File: src/breaker_failure_params.svh
// offsets, field positions, reset values and timing figures of the breaker failure decision logic
`ifndef BREAKER_FAILURE_PARAMS_SVH
`define BREAKER_FAILURE_PARAMS_SVH

// ==========================================================
// register offsets
`define BF_CTRL_OFS 8'h00
`define BF_RETRIP_DLY_OFS 8'h04
`define BF_BACKUP_DLY_OFS 8'h08
`define BF_PULSE_OFS 8'h0c
`define BF_PH_THR_OFS 8'h10
`define BF_RES_THR_OFS 8'h14
`define BF_STATUS_OFS 8'h18

// ==========================================================
// control fields
`define BF_CTRL_MODE_LSB 0
`define BF_CTRL_MODE_MSB 1
`define BF_CTRL_RETRIP_BIT 2
`define BF_CTRL_CLEAR_BIT 3

// ==========================================================
// setting ranges and reset values, delays in milliseconds, thresholds in percent
`define BF_RETRIP_MIN 16'h0000
`define BF_RETRIP_MAX 16'h03e8
`define BF_RETRIP_DEF 16'h0064
`define BF_BACKUP_MIN 16'h0064
`define BF_BACKUP_MAX 16'hea60
`define BF_BACKUP_DEF 16'h03e8
`define BF_PULSE_MIN 16'h0000
`define BF_PULSE_MAX 16'hea60
`define BF_PULSE_DEF 16'h0064
`define BF_PH_THR_MIN 16'h0014
`define BF_PH_THR_MAX 16'h00c8
`define BF_PH_THR_DEF 8'h1e
`define BF_RES_THR_MIN 16'h000a
`define BF_RES_THR_MAX 16'h00c8
`define BF_RES_THR_DEF 8'h14

// ==========================================================
// timing: millisecond tick from the core clock
`define BF_TICK_US 1000
`define BF_CLK_MHZ 250

`endif

File: src/breaker_failure_pkg.sv
// types shared by the breaker failure decision logic
`default_nettype none
package breaker_failure_pkg;
	typedef enum logic [1:0] {
		OP_OFF,
		OP_CURRENT,
		OP_CONTACT,
		OP_BOTH
	} op_mode_t;
endpackage
`default_nettype wire

File: src/breaker_failure_decision_logic.sv
// breaker failure decision logic: start timers, supervision, backup trip and per-phase retrip
`include "breaker_failure_params.svh"
`default_nettype none

// Functional notes
// - a start rising edge launches separate backup and retrip timers per phase.
// - current mode judges failure from phase and residual flags only.
// - contact mode judges failure from breaker-closed inputs only, per phase if single-pole.
// - combined mode watches both; resets only when current low and breaker open.
// - mode off disables the block; no trip outputs.
// - backup timer expiry with failure persisting asserts backup trip.
// - each trip output stays high at least the pulse-duration setting.
// - retrip enabled: phase retrip asserts when its retrip timer expires with failure.
// - block input suppresses operation and all trip outputs.
// - common-phase variant: one start, one breaker-closed, backup trip only.
// - single-pole variant: three starts, three breaker-closed inputs, three retrip outputs.
// - per-phase overcurrent flags plus residual overcurrent flag supervise current.
// - retrip delay 0 to 1000 ms, 1 ms steps, default 100.
// - backup delay 100 to 60000 ms, 1 ms steps, default 1000.
// - pulse duration 0 to 60000 ms, 1 ms steps, default 100.
// - phase threshold 20 to 200 percent, residual 10 to 200, default 30/20.
module breaker_failure_decision_logic
	import breaker_failure_pkg::*;
#(
	parameter bit SINGLE_POLE = 1'b1,
	parameter int unsigned TICK_CYCLES = `BF_TICK_US * `BF_CLK_MHZ
) (
	input wire logic core_clk_i,
	input wire logic rst_i,
	input wire logic [7:0] reg_addr_i,
	input wire logic [31:0] reg_wdata_i,
	input wire logic reg_wr_i,
	input wire logic reg_rd_i,
	output logic [31:0] reg_rdata_o,
	input wire logic block_in_i,
	input wire logic common_start_in_i,
	input wire logic start_ph1_i,
	input wire logic start_ph2_i,
	input wire logic start_ph3_i,
	input wire logic residual_start_in_i,
	input wire logic breaker_closed_in_i,
	input wire logic breaker_closed_ph1_i,
	input wire logic breaker_closed_ph2_i,
	input wire logic breaker_closed_ph3_i,
	input wire logic over_current_ph1_i,
	input wire logic over_current_ph2_i,
	input wire logic over_current_ph3_i,
	input wire logic over_current_res_i,
	output logic [7:0] phase_threshold_o,
	output logic [7:0] residual_threshold_o,
	output logic backup_trip_out_o,
	output logic retrip_ph1_o,
	output logic retrip_ph2_o,
	output logic retrip_ph3_o
);
	// channels 0..2 are the phases, channel 3 is the residual start
	localparam int NCH = 4;
	localparam int TW = $clog2(TICK_CYCLES + 1);
	function automatic logic [15:0] clamp16(input logic [31:0] v, input logic [15:0] lo, input logic [15:0] hi);
		logic [15:0] r;
		if (v < {16'h0000, lo}) begin
			r = lo;
		end else if (v > {16'h0000, hi}) begin
			r = hi;
		end else begin
			r = v[15:0];
		end
		return r;
	endfunction

	// ==========================================================
	// register file
	op_mode_t mode_q, mode_d;
	logic retrip_en_q, retrip_en_d;
	logic [15:0] retrip_dly_q, retrip_dly_d, backup_dly_q, backup_dly_d, pulse_ms_q, pulse_ms_d;
	logic [7:0] ph_thr_q, ph_thr_d, res_thr_q, res_thr_d;
	logic [31:0] rdata_q, rdata_d;
	logic clear_cmd, backup_trip_q, backup_trip_d;
	logic [2:0] retrip_q, retrip_d;
	logic [NCH-1:0] act_q, act_d;
	logic [15:0] clamped;
	// settings are clamped into their legal range on write
	always_comb begin
		mode_d = mode_q;
		retrip_en_d = retrip_en_q;
		retrip_dly_d = retrip_dly_q;
		backup_dly_d = backup_dly_q;
		pulse_ms_d = pulse_ms_q;
		ph_thr_d = ph_thr_q;
		res_thr_d = res_thr_q;
		rdata_d = 32'h0000_0000;
		clamped = 16'h0000;
		clear_cmd = reg_wr_i && (reg_addr_i == `BF_CTRL_OFS) && reg_wdata_i[`BF_CTRL_CLEAR_BIT];
		if (reg_wr_i) begin
			case (reg_addr_i)
				`BF_CTRL_OFS: begin
					mode_d = op_mode_t'(reg_wdata_i[`BF_CTRL_MODE_MSB:`BF_CTRL_MODE_LSB]);
					retrip_en_d = reg_wdata_i[`BF_CTRL_RETRIP_BIT];
				end
				`BF_RETRIP_DLY_OFS: retrip_dly_d = clamp16(reg_wdata_i, `BF_RETRIP_MIN, `BF_RETRIP_MAX);
				`BF_BACKUP_DLY_OFS: backup_dly_d = clamp16(reg_wdata_i, `BF_BACKUP_MIN, `BF_BACKUP_MAX);
				`BF_PULSE_OFS: pulse_ms_d = clamp16(reg_wdata_i, `BF_PULSE_MIN, `BF_PULSE_MAX);
				`BF_PH_THR_OFS: begin
					clamped = clamp16(reg_wdata_i, `BF_PH_THR_MIN, `BF_PH_THR_MAX);
					ph_thr_d = clamped[7:0];
				end
				`BF_RES_THR_OFS: begin
					clamped = clamp16(reg_wdata_i, `BF_RES_THR_MIN, `BF_RES_THR_MAX);
					res_thr_d = clamped[7:0];
				end
				default: ;
			endcase
		end
		if (reg_rd_i) begin
			case (reg_addr_i)
				`BF_CTRL_OFS: rdata_d = {29'h0000_0000, retrip_en_q, mode_q};
				`BF_RETRIP_DLY_OFS: rdata_d = {16'h0000, retrip_dly_q};
				`BF_BACKUP_DLY_OFS: rdata_d = {16'h0000, backup_dly_q};
				`BF_PULSE_OFS: rdata_d = {16'h0000, pulse_ms_q};
				`BF_PH_THR_OFS: rdata_d = {24'h00_0000, ph_thr_q};
				`BF_RES_THR_OFS: rdata_d = {24'h00_0000, res_thr_q};
				`BF_STATUS_OFS: rdata_d = {24'h00_0000, act_q, retrip_q, backup_trip_q};
				default: rdata_d = 32'h0000_0000;
			endcase
		end
	end
	always_ff @(posedge core_clk_i or posedge rst_i) begin
		if (rst_i) begin
			mode_q <= OP_OFF;
			retrip_en_q <= 1'b0;
			retrip_dly_q <= `BF_RETRIP_DEF;
			backup_dly_q <= `BF_BACKUP_DEF;
			pulse_ms_q <= `BF_PULSE_DEF;
			ph_thr_q <= `BF_PH_THR_DEF;
			res_thr_q <= `BF_RES_THR_DEF;
			rdata_q <= 32'h0000_0000;
		end else begin
			mode_q <= mode_d;
			retrip_en_q <= retrip_en_d;
			retrip_dly_q <= retrip_dly_d;
			backup_dly_q <= backup_dly_d;
			pulse_ms_q <= pulse_ms_d;
			ph_thr_q <= ph_thr_d;
			res_thr_q <= res_thr_d;
			rdata_q <= rdata_d;
		end
	end

	// ==========================================================
	// millisecond tick
	logic [TW-1:0] tick_cnt_q, tick_cnt_d;
	logic tick;
	always_comb begin
		tick = (tick_cnt_q == TW'(TICK_CYCLES - 1));
		tick_cnt_d = tick ? '0 : tick_cnt_q + TW'(1);
	end
	always_ff @(posedge core_clk_i or posedge rst_i) begin
		if (rst_i) begin
			tick_cnt_q <= '0;
		end else begin
			tick_cnt_q <= tick_cnt_d;
		end
	end

	// ==========================================================
	// variant wiring and supervision
	logic [NCH-1:0] start_vec, cur_vec, closed_vec, fail_vec;
	logic any_ph_over, any_ph_closed, kill;
	always_comb begin
		any_ph_over = over_current_ph1_i | over_current_ph2_i | over_current_ph3_i;
		any_ph_closed = breaker_closed_ph1_i | breaker_closed_ph2_i | breaker_closed_ph3_i;
		if (SINGLE_POLE) begin
			// the common start also launches every phase in the single-pole variant
			start_vec = {residual_start_in_i, start_ph3_i | common_start_in_i,
				start_ph2_i | common_start_in_i, start_ph1_i | common_start_in_i};
			closed_vec = {any_ph_closed, breaker_closed_ph3_i, breaker_closed_ph2_i, breaker_closed_ph1_i};
			cur_vec = {over_current_res_i, over_current_ph3_i | over_current_res_i,
				over_current_ph2_i | over_current_res_i, over_current_ph1_i | over_current_res_i};
		end else begin
			start_vec = {residual_start_in_i, 2'b00, common_start_in_i};
			closed_vec = {breaker_closed_in_i, 2'b00, breaker_closed_in_i};
			cur_vec = {over_current_res_i, 2'b00, any_ph_over | over_current_res_i};
		end
		unique case (mode_q)
			OP_OFF: fail_vec = '0;
			OP_CURRENT: fail_vec = cur_vec;
			OP_CONTACT: fail_vec = closed_vec;
			OP_BOTH: fail_vec = cur_vec | closed_vec;
		endcase
		kill = block_in_i | (mode_q == OP_OFF) | clear_cmd;
	end

	// ==========================================================
	// per-channel backup and retrip timers
	logic [NCH-1:0] start_prev_q, start_prev_d, bu_fire;
	logic [2:0] rt_fire;
	logic [15:0] bu_cnt_q [NCH], bu_cnt_d [NCH];
	logic [15:0] rt_cnt_q [NCH], rt_cnt_d [NCH];
	always_comb begin
		start_prev_d = start_vec;
		act_d = act_q;
		bu_cnt_d = bu_cnt_q;
		rt_cnt_d = rt_cnt_q;
		for (int i = 0; i < NCH; i++) begin
			if (kill || !start_vec[i]) begin
				act_d[i] = 1'b0;
				bu_cnt_d[i] = 16'h0000;
				rt_cnt_d[i] = 16'h0000;
			end else if (!start_prev_q[i]) begin
				act_d[i] = 1'b1;
				bu_cnt_d[i] = 16'h0000;
				rt_cnt_d[i] = 16'h0000;
			end else if (act_q[i] && tick) begin
				// counters saturate at the setting so they can never wrap past expiry
				if (bu_cnt_q[i] < backup_dly_q) begin
					bu_cnt_d[i] = bu_cnt_q[i] + 16'h0001;
				end
				if (rt_cnt_q[i] < retrip_dly_q) begin
					rt_cnt_d[i] = rt_cnt_q[i] + 16'h0001;
				end
			end
		end
		for (int i = 0; i < NCH; i++) begin
			bu_fire[i] = act_q[i] && (bu_cnt_q[i] >= backup_dly_q) && fail_vec[i];
		end
		for (int i = 0; i < 3; i++) begin
			rt_fire[i] = SINGLE_POLE && retrip_en_q && act_q[i] && (rt_cnt_q[i] >= retrip_dly_q) && fail_vec[i];
		end
	end
	always_ff @(posedge core_clk_i or posedge rst_i) begin
		if (rst_i) begin
			start_prev_q <= '0;
			act_q <= '0;
			for (int i = 0; i < NCH; i++) begin
				bu_cnt_q[i] <= 16'h0000;
				rt_cnt_q[i] <= 16'h0000;
			end
		end else begin
			start_prev_q <= start_prev_d;
			act_q <= act_d;
			bu_cnt_q <= bu_cnt_d;
			rt_cnt_q <= rt_cnt_d;
		end
	end

	// ==========================================================
	// trip outputs with minimum pulse length
	logic [16:0] bu_hold_q, bu_hold_d;
	logic [16:0] rt_hold_q [3], rt_hold_d [3];
	logic [16:0] pulse_load;
	// one extra tick is loaded because the first tick may come right after firing
	always_comb begin
		pulse_load = (pulse_ms_q == 16'h0000) ? 17'h00000 : {1'b0, pulse_ms_q} + 17'h00001;
		bu_hold_d = bu_hold_q;
		if (|bu_fire) begin
			bu_hold_d = pulse_load;
		end else if (tick && bu_hold_q != 17'h00000) begin
			bu_hold_d = bu_hold_q - 17'h00001;
		end
		if (kill) begin
			bu_hold_d = 17'h00000;
		end
		backup_trip_d = !kill && ((|bu_fire) || bu_hold_q != 17'h00000);
		for (int i = 0; i < 3; i++) begin
			rt_hold_d[i] = rt_hold_q[i];
			if (rt_fire[i]) begin
				rt_hold_d[i] = pulse_load;
			end else if (tick && rt_hold_q[i] != 17'h00000) begin
				rt_hold_d[i] = rt_hold_q[i] - 17'h00001;
			end
			if (kill || !SINGLE_POLE) begin
				rt_hold_d[i] = 17'h00000;
			end
			retrip_d[i] = !kill && SINGLE_POLE && (rt_fire[i] || rt_hold_q[i] != 17'h00000);
		end
	end
	always_ff @(posedge core_clk_i or posedge rst_i) begin
		if (rst_i) begin
			bu_hold_q <= 17'h00000;
			backup_trip_q <= 1'b0;
			retrip_q <= 3'h0;
			for (int i = 0; i < 3; i++) begin
				rt_hold_q[i] <= 17'h00000;
			end
		end else begin
			bu_hold_q <= bu_hold_d;
			backup_trip_q <= backup_trip_d;
			retrip_q <= retrip_d;
			rt_hold_q <= rt_hold_d;
		end
	end
	assign reg_rdata_o = rdata_q;
	assign phase_threshold_o = ph_thr_q;
	assign residual_threshold_o = res_thr_q;
	assign backup_trip_out_o = backup_trip_q;
	assign retrip_ph1_o = retrip_q[0];
	assign retrip_ph2_o = retrip_q[1];
	assign retrip_ph3_o = retrip_q[2];
	// ==========================================================
	// assertions
	a_off_no_trip:
	assert property (@(posedge core_clk_i) disable iff (rst_i) (mode_q == OP_OFF) |=> !backup_trip_q && retrip_q == 3'h0)
		else $error("trip output while mode is off");
	a_block_no_trip:
	assert property (@(posedge core_clk_i) disable iff (rst_i) block_in_i |=> !backup_trip_q && retrip_q == 3'h0)
		else $error("trip output while blocked");
	a_start_launch:
	assert property (@(posedge core_clk_i) disable iff (rst_i)
		start_vec[0] && !start_prev_q[0] && !kill |=> act_q[0] && bu_cnt_q[0] == 16'h0000 && rt_cnt_q[0] == 16'h0000)
		else $error("start edge did not launch timers");
	a_timer_cleared:
	assert property (@(posedge core_clk_i) disable iff (rst_i) (!start_vec[0] || block_in_i) |=> !act_q[0] && bu_cnt_q[0] == 16'h0000)
		else $error("timer not cleared on start fall or block");
	a_pulse_hold:
	assert property (@(posedge core_clk_i) disable iff (rst_i)
		$rose(backup_trip_q) && pulse_ms_q != 16'h0000 && !kill |=> backup_trip_q)
		else $error("backup trip shorter than pulse setting");
	a_backup_cause:
	assert property (@(posedge core_clk_i) disable iff (rst_i) $rose(backup_trip_q) |-> $past(|bu_fire))
		else $error("backup trip without expired timer and failure");
	a_retrip_cause:
	assert property (@(posedge core_clk_i) disable iff (rst_i) $rose(retrip_q[0]) |-> $past(rt_fire[0]) && $past(retrip_en_q))
		else $error("retrip without expired retrip timer");
	a_clear_cmd:
	assert property (@(posedge core_clk_i) disable iff (rst_i) clear_cmd |=> act_q == '0 && !backup_trip_q && retrip_q == 3'h0)
		else $error("clear did not empty timers and trips");
	a_delay_range:
	assert property (@(posedge core_clk_i) disable iff (rst_i) backup_dly_q >= `BF_BACKUP_MIN && backup_dly_q <= `BF_BACKUP_MAX)
		else $error("backup delay out of range");
	a_contact_mode:
	assert property (@(posedge core_clk_i) disable iff (rst_i)
		(mode_q == OP_CONTACT) && closed_vec == '0 && bu_hold_q == 17'h00000 |=> !backup_trip_q)
		else $error("contact mode tripped with every breaker open");
endmodule // breaker_failure_decision_logic
`default_nettype wire

File: config.mk
export PLATFORM = sky130hd
export DESIGN_NAME = breaker_failure_decision_logic
export DESIGN_NICKNAME = d
export VERILOG_FILES = /design/src/breaker_failure_pkg.sv /design/src/breaker_failure_decision_logic.sv
export VERILOG_INCLUDE_DIRS = /design/src /design/src/src
export SDC_FILE = /design/constraint.sdc
export NUM_CORES = 1
export LEC_CHECK = 0
export BUFFER_PORTS_ARGS = -buffer_cell sky130_fd_sc_hd__buf_2
export CAP_MARGIN = 0
export CORE_MARGIN = 2
export CORE_UTILIZATION = 25
export DETAILED_ROUTE_END_ITERATION = 8
export SYNTH_ARGS = -nofsm -noshare
export SYNTH_HDL_FRONTEND = slang
export SYNTH_SLANG_ARGS = --single-unit
File: constraint.sdc
create_clock -name core_clk_i -period 10.08 [get_ports core_clk_i]
set_input_delay 1.008 -clock core_clk_i [delete_from_list [all_inputs] [get_ports core_clk_i]]
set_output_delay 1.008 -clock core_clk_i [all_outputs]
set_load 0.01 [all_outputs]
; Yosys cells after proc, flatten, opt, wreduce, memory -nomap -nowiden
; Index checks and enable logic that the tools add are counted.
[op_classes]
n_addsub = 13
n_lt_le_gt_ge = 21
eq_ne = 25
n_mux = 61
bitwise = 11
n_reduce_logical = 69
[op_table]
columns = op, count
row1 = 2-to-1 mux 16 bit, 34
row2 = 2-to-1 mux 17 bit, 13
row3 = "adder 16 x 1 -> 16 bit, second input constant", 7
row4 = greater-or-equal comparator 16 bit, 7
row5 = less-than comparator 16 bit, 7
row6 = one-hot mux 16 bit (7 select lines), 1
row7 = nonzero test 17 bit, 4
row8 = "subtractor 17 x 1 -> 17 bit, second input constant", 4
row9 = "inequality test 3 x 1 -> 1 bit, second input constant", 11
row10 = "> comparator 32 x 10 -> 1 bit, second input constant", 1
row11 = "> comparator 32 x 16 -> 1 bit, second input constant", 1
row12 = "> comparator 32 x 8 -> 1 bit, second input constant", 1
row13 = "less-than comparator 32 x 1 -> 1 bit, second input constant", 1
row14 = "less-than comparator 32 x 4 -> 1 bit, second input constant", 1
row15 = "less-than comparator 32 x 5 -> 1 bit, second input constant", 1
row16 = "less-than comparator 32 x 7 -> 1 bit, second input constant", 1
row17 = logical AND 1 bit, 31
row18 = AND reduction 2 bit, 13
row19 = "equality test 8 x 5 -> 1 bit, second input constant", 3
row20 = 2-to-1 mux 8 bit, 3
row21 = "adder 18 x 1 -> 18 bit, second input constant", 1
row22 = "equality test 18 bit, second input constant", 1
row23 = 2-to-1 mux 18 bit, 1
row24 = "adder 16 x 1 -> 17 bit, second input constant", 1
row25 = other kinds (16), 51
[totals]
ff_bits = 309
input_bits = 58
elab_cells = 227

; Depth between registers and ports, before layout
; Gate-level depths: netlist of the first run.
[depth]
ltp_word = 8
depth_mapped = 11

; Worst setup path before layout of the first run
; OpenSTA, ideal clock, no wires.
[synth_path]
path_type = input to register
from = in reg_addr_i[0]
to = reg bu_cnt_q[32] (netlist name)
setup_time_ps = 132
t_arrival_ps = 2945
required_time_ps = 9948
setup_slack_ps = 7004
cell_stages = 7
path_buffers = 2
path_cell_list = or4_1 > nor4_1 > a31oi_1 > nand3_1 > clkbuf_1 > buf_1 > nor2_1
[synth_via]
elab_chain_len = 7
word_cells_on_any_way = 9
cone_classes = eq/ne: 2 / mux: 1 / bitwise: 1 / reduce/logical: 5
[synth_rtl]
columns = element, line_no
row1 = from (decl), breaker_failure_decision_logic.sv:30  ; input wire logic [7:0] reg_addr_i,
row2 = logical NOT 8 bit *, --
row3 = logical AND 1 bit * (2 in series), breaker_failure_decision_logic.sv:93  ; clear_cmd = reg_wr_i && (reg_addr_i == `BF_CTRL_OFS) && reg_wdata_i[`BF_CTRL_CLEAR_BIT];
row4 = bitwise OR 1 bit *, breaker_failure_decision_logic.sv:190  ; kill = block_in_i | (mode_q == OP_OFF) | clear_cmd;
row5 = logical OR 1 bit *, breaker_failure_decision_logic.sv:205  ; if (kill || !start_vec[i]) begin
row6 = inequality test 3 x 1 -> 1 bit (no source line), --
row7 = AND reduction 2 bit (no source line), --
row8 = to (signal assigned), breaker_failure_decision_logic.sv:241  ; bu_cnt_q <= bu_cnt_d;
row9 = to (decl), breaker_failure_decision_logic.sv:197  ; logic [15:0] bu_cnt_q [NCH], bu_cnt_d [NCH];
; Every way passes the cells marked *; elsewhere a longest branch is shown, timed or not.
; A chain may end at the register's enable or synchronous reset.

; Worst setup path in the final report of the first run
[layout_path]
from = reg tick_cnt_q[13]
to = reg bu_cnt_q[45] (netlist name)
[layout_via]
elab_chain_len = 4
[layout_rtl]
columns = element, line_no
row1 = from (decl), breaker_failure_decision_logic.sv:151  ; logic [TW-1:0] tick_cnt_q, tick_cnt_d;
row2 = from (signal assigned), breaker_failure_decision_logic.sv:161  ; tick_cnt_q <= tick_cnt_d;
row3 = equality test 18 bit, breaker_failure_decision_logic.sv:154  ; tick = (tick_cnt_q == TW'(TICK_CYCLES - 1));
row4 = logical AND 1 bit, breaker_failure_decision_logic.sv:213  ; end else if (act_q[i] && tick) begin
row5 = inequality test 3 x 1 -> 1 bit (no source line), --
row6 = AND reduction 2 bit (no source line), --
; No other way between the ends.

==> results.yml, run 1 <==
power:
  switchingPower_w: 0.000642
  p_leak_nw: 8.66
  total_power_w: 0.00263
  pwr-share-comb_pct: 5.7
  internal_power_w: 0.00199
  p_clk_share_pct: 48.7
  seqPwrFrac_pct: 45.7
  powerDensity_nw_per_um2: 129
  ir_drop_uv: 110
  swShare_pct: 24.4
synth:
  avgSynthCellArea_um2: 8.94
  synthArstFlopShare_pct: 100
  syn_area_um2: 17900
  synth_top_area_share_pct: 38.4
  yosysUniqueCellTypes: 73
  synth_edf_count: 0
  synth_largest_area_cell: "dfrtp_1"
  synth_area_leaders: "dfrtp_1 38%, ha_1 8.8%, a21oi_1 4.5%"
  synthFlopType: "dfrtp_1"
  ys_seq_area_share_pct: 41.1
  ys_warn_count: 0
  syn-instance-count: 2003
  ys_seq_elements: 293
clock_tree:
  htree_levels: 2
  cts_buffer_depth: 3
  path_clk_slew_ps: 60
  clock_latency_ps: 530
  cts_root_buf: "clkbuf_16"
  clock_sinks: 293
  cts_setup_buffers: 0
  cts-resized-gates: 0
  cts_tree: "built"
  numCtsBuffers: 36
  cts_hold_buf: 0
critical_path:
  setup.worst_path.class: "reg2reg"
  required_ps: 10520
  r2r-end: "bu_cnt_q[45]"
  worstPathArrival_ps: 4420
  ff2ff_setup_slack_ps: 6090
  end_kind: "register"
  reg2reg_from: "tick_cnt_q[13]"
  r2r_cells: 8
  start_kind: "register"
  cp_max_fo: 20
timing:
  rsz0062_at_grt: "false"
  finalSetupTns_ps: 0
  max_freq_ghz: 0.251
  min_period_ps: 3990
  hold_viol_final: 0
  fin_crit_sh_pct: 39.6
  skew_ps: 18.3
  max_slew_margin_pct: 13.1
  worst_pin_slew_ps: 1300
  maxSlewViolCount: 0
  finalSetupViolCount: 0
floorplanning:
  dieArea_um2: 73800
  initial_core_util_pct: 25.1
  die-width_um: 272
  io_pins: 110
  coreArea_um2: 71200
  fp-row-count: 98
  die_h_um: 272
routing:
  vias: 15100
  wl_met3_um: 3040
  wl_per_cell_um: 16.8
  ant_nets: 0
  dr.pass1.iters: 5
  wl_met1_um: 24300
  finalWirelength_um: 51000
  initialDrtViolationCount: 1195
  route.detailed.drc: 0
  top_layer: "met4"
  routed_via_density: 4.96
  wl_met2_um: 22500
final_layout:
  seq_area_um2: 7350
  post-route-util_pct: 28.7
  drive_gt1_share_pct: 10.2
  num-fill-cells: 7547
  final_nets: 2251
  area_growth_syn_to_layout_pct: 14.3
  multiInputGateArea_um2: 9890
place:
  port_buffers: 92
  dp_hpwl_um: 36400
  place.gp.congestion: 0.861
min_path:
  hold_end: "act_q[3]"
  whs_path_depth: 1
  hold_start: "start_prev_q[3]"
  hp-class: "reg2reg"
global_routing:
  grt_pass1_wl_um: 81100
  grt_pass1_vias: 14200
  grt_max_degree: 91
  grt_usage_pct: 13.6
  grt-ovfl-total: 0
  antenna_found_initial: 0
status:
  status: "finished, final reports clean"
flow_run:
  cap_viol_max_count: 0
layout by cell type, fill, tap and decap left out, drive strengths merged, types with 15 or more instances in the layout:
cell type,n
dfrtp,275
a21oi,160
mux2i,32
or3,65
inv,84
xor2,36
or4,38
nor2,168
nand4,52
ha,126
buf,105
a22oi,15
clkbuf,53
o21ai,136
dfstp,18
a21o,17
nor3,47
and3,33
nand2,202
nand3,71
a211oi,28
o31ai,27
xnor2,80
conb,16
nor4,33
metrics by stage:
step / area [um2] / worst slack [ps] / instances / hold slack, ps
6_report: 20500 / 6090 / 3044 / 451
5_1_grt: 20500 / 5800 / 3043 / 482
4_1_cts: 20500 / 6050 / 3043 / 450
3_5_place_dp: 19300 / 5720 / 2979 / 441
3_3_place_gp: 19300 / 5710 / 2979 / 425
2_1_floorplan: 18000 / 1010 / 2018 / 418
critical path, stage by stage, from the launching register on:
cell	delay, ps
dfrtp_1	410
nor4b_1	430
nand3b_1	530
nor2_1	710
buf_4	300
and3_1	170
nand3_1	500
or4_1	680
a21oi_1	150
flip-flops by register name, indices dropped and copies added (netlist names), 17 cells and up:
signal      count
bu_cnt_q       64
bu_hold_q      17
rt_cnt_q       48
rt_hold_q      51
tick_cnt_q     18
how the worst max path moves through the flow:
stage / from / endpoint / cells after the start
after detailed placement: reg_addr_i[0] / backup_dly_q[10] / 8
after global placement: reg_addr_i[0] / backup_dly_q[12] / 8
after CTS: tick_cnt_q[10] / bu_cnt_q[45] / 8
final: tick_cnt_q[13] / bu_cnt_q[45] / 8
after floorplan: rst_i / act_q[0] / 1
after global routing: tick_cnt_q[10] / bu_cnt_q[45] / 8
Yosys cell counts (6+ instances only):
master and n:
clkbuf_1 66, mux2i_1 32, nand2b_1 12, o31ai_1 27, a21oi_1 160, o21a_1 11, nor2_1 166, nand2_1 202
nand3_1 71, xor2_1 36, nand3b_1 7, a22oi_1 15, o22ai_1 7, nand4_1 52, xnor2_1 80, and4_1 6
ha_1 126, nor4_1 33, inv_1 84, dfstp_2 18, nor2b_1 8, or2_2 10, buf_4 16, o211ai_1 13
dfrtp_1 275, and3_1 33, a22o_1 7, mux2_2 13, buf_1 8, and2_1 14, or4_1 37, nor3_1 47
or3_1 64, a21o_1 17, a211oi_1 27, o21ai_0 134
power by group through the flow:
stage	clock network, W	logic (W)	registers (W)
6_report	0.00128	0.000149	0.00120
5_1_grt	0.00136	0.000167	0.00120
4_1_cts	0.00131	0.000151	0.00120
3_5_place_dp	0	0.000151	0.00122
3_3_place_gp	0	0.000150	0.00122
2_1_floorplan	0	0.0000925	0.00122
layout make-up:
cell class | instances | share of cell area (%)
multi-input combinational | 1547 | 48.3
sequential | 293 | 35.9
tap | 950 | 5.81
clock buffer | 53 | 5.06
timing repair buffer | 105 | 2.73
inverter | 84 | 1.58
clock inverter | 11 | 0.514
antenna | 1 | 0.0122
routing by layer:
layer | vias up | track usage, %
met1 | 7355 | 19.7
met2 | 330 | 21.0
li1 | 7348 | -
met3 | 80 | 2.27
met4 | 0 | 3.54
met5 | - | 0
kinds of logic after synthesis:
kind of cell | count (synthesis) | synth area share [%]
simple gates | 785 | 22.2
compound gates | 459 | 15.5
flops | 293 | 41.1
buf+inv | 178 | 4.13
fa+ha+maj | 126 | 8.80
xor+xnor | 116 | 5.67
mux | 45 | 2.61
other cells | 1 | 0.0209
(Power assumes the default switching activity.)
==> run 2, diff against run 1 <==
==> constraint.sdc (replaced) <==
create_clock -name core_clk_i -period 3.9 [get_ports core_clk_i]
set_input_delay 0.39 -clock core_clk_i [delete_from_list [all_inputs] [get_ports core_clk_i]]
set_output_delay 0.39 -clock core_clk_i [all_outputs]
set_load 0.01 [all_outputs]
==> results.yml, run 2 (synthesis gave the netlist of run 1 again) <==
status:
  status: "finished, final reports clean"
clock_tree:
  numCtsBuffers: 34
  clock_latency_ps: 540
  path_clk_slew_ps: 60
  cts_tree: "built"
  htree_levels: 2
  cts_root_buf: "clkbuf_16"
  cts-resized-gates: 0
  cts_hold_buf: 2
  cts_buffer_depth: 3
  cts_setup_buffers: 0
  clock_sinks: 293
timing:
  max_slew_margin_pct: 34.8
  finalSetupViolCount: 0
  skew_ps: 18.5
  worst_pin_slew_ps: 969
  hold_viol_final: 0
  holdWs_ps: 108
  maxSlewViolCount: 0
  min_period_ps: 3410
  max_freq_ghz: 0.294
  fin_crit_sh_pct: 87.3
  rsz0062_at_grt: "false"
place:
  dp_cells: 2998
  place.gp.congestion: 0.872
  dpl_cell_area_um2: 19500
  port_buffers: 92
  dp_hpwl_um: 36400
routing:
  vias: 15100
  finalWirelength_um: 50500
  routed_via_density: 4.92
  wl_per_cell_um: 16.5
  dr.pass1.iters: 5
  route.detailed.drc: 0
  ant_nets: 0
  initialDrtViolationCount: 1004
power:
  total_power_w: 0.00681
  powerDensity_nw_per_um2: 329
  internal_power_w: 0.00517
  seqPwrFrac_pct: 45.7
  p_leak_nw: 8.76
  ir_drop_uv: 234
  pwr-share-comb_pct: 5.8
  swShare_pct: 24.1
  p_clk_share_pct: 48.5
  switchingPower_w: 0.00164
critical_path:
  critPathBufInv: 1
  setup.worst_path.class: "reg2reg"
  end_kind: "register"
  start_kind: "register"
  ff2ff_setup_slack_ps: 490
  worstPathArrival_ps: 3860
  path_cells: "or4_4, or3_1, nor2_1, buf_4, and3_1, nand3_1, or4_1, a21oi_1"
  cp_max_fo: 20
  required_ps: 4350
  cp_slowest_stage_delay_ps: 690
  r2r_cells: 8
  cpLargestDelayFamily: "simple AND/OR/NAND/NOR gates"
  slowest_stage: "or4_1"
  r2r-end: "bu_cnt_q[47]"
  reg2reg_from: "tick_cnt_q[11]"
global_routing:
  globalRouteMet2Util_pct: 21.3
  grt_pass1_vias: 14300
  grt_max_degree: 86
  antenna_found_initial: 3
  grt_busiest_layer: "met2"
  grt_pass1_wl_um: 80700
  grt_usage_pct: 13.6
  grt-ovfl-total: 0
  globalRouteMet1Util_pct: 19.3
  grtUsageMet3_pct: 2.51
final_layout:
  final_common_cell: "dfrtp_1"
  multiInputGateArea_um2: 9890
  largestRegisters: "bu_cnt_q: 64 flops, rt_hold_q: 51 flops, rt_cnt_q: 48 flops"
  area_growth_syn_to_layout_pct: 15.4
  seq_area_um2: 7350
  stdcell_count: 3062
  final_nets: 2270
  largest_reg_flops: 64
  regMostFlops: "bu_cnt_q"
  design_area_um2: 20700
  mostFrequentLayoutCells: "275 x dfrtp_1, 202 x nand2_1, 166 x nor2_1"
  drive_gt1_share_pct: 10.9
  num-fill-cells: 7421
floorplanning:
  dieArea_um2: 73800
  initial_core_util_pct: 25.1
  die_h_um: 272
  die-width_um: 272
  coreArea_um2: 71200
  io_pins: 110
  fp-row-count: 98
flow_run:
  cap_viol_max_count: 0
min_path:
  hold_end: "start_prev_q[2]"
  whs_path_depth: 2
  hp-class: "in2reg"
  hold_start: "start_ph3_i"
==> run 2: changes by cell type in the layout (fill, tap and decap cells not counted) <==
cell,delta
buf_4,+15
buf_12,+4
clkinv_2,-4
clkbuf_1,-2
clkinvlp_4,+2
dlygate4sd3_1,+2
clkbuf_8,+1
clkinv_4,+1
inv_8,-1
nand3_1,+1
nand3_2,-1
==> run 2: per-stage QoR <==
stage / worst slack (ps) / TNS [ps] / utilization [%]
floorplan: -364 / -100220 / -
global placement: 570 / 0 / 27.4
detailed placement: 509 / 0 / 27.4
CTS: 501 / 0 / 29.0
global route: 227 / 0 / 29.0
finish: 494 / 0 / 29.0
==> run 2: area by class of cell <==
cell class | count | area share [%]
multi-input cells | 1547 | 47.8
flip-flops and latches | 293 | 35.6
well taps | 950 | 5.75
clock buffers | 52 | 5.04
repair buffers | 126 | 3.73
inverters | 84 | 1.54
clock inverters | 9 | 0.490
diodes | 1 | 0.0121
==> run 2: metal layers <==
layer  routed length (um)  share of wire, %
met1                24200                48
met2                22600                45
met3                 2860               5.7
met4                  963               1.9
met5                   11             0.022
==> run 2: worst max path at each step <==
stage / start / endpoint / cells after the start
6_report: tick_cnt_q[11] / bu_cnt_q[47] / 8
5_1_grt: tick_cnt_q[10] / bu_cnt_q[47] / 8
4_1_cts: tick_cnt_q[10] / bu_cnt_q[47] / 8
3_5_place_dp: tick_cnt_q[10] / bu_cnt_q[37] / 8
3_3_place_gp: tick_cnt_q[11] / bu_cnt_q[45] / 8
2_1_floorplan: rst_i / act_q[0] / 1
==> run 2: worst register-to-register path, stage by stage, from the launching register on <==
cell and delay [ps]:
dfrtp_1 420, or4_4 570, or3_1 440, nor2_1 160, buf_4 210, and3_1 170
nand3_1 510, or4_1 690, a21oi_1 160
==> run 2: power by group through the flow <==
stage / Clock, W / Sequential (W) / Combinational, W
2_1_floorplan: 0 / 0.00315 / 0.000240
3_3_place_gp: 0 / 0.00316 / 0.000393
3_5_place_dp: 0 / 0.00316 / 0.000395
4_1_cts: 0.00338 / 0.00311 / 0.000399
5_1_grt: 0.00350 / 0.00311 / 0.000439
6_report: 0.00330 / 0.00311 / 0.000394
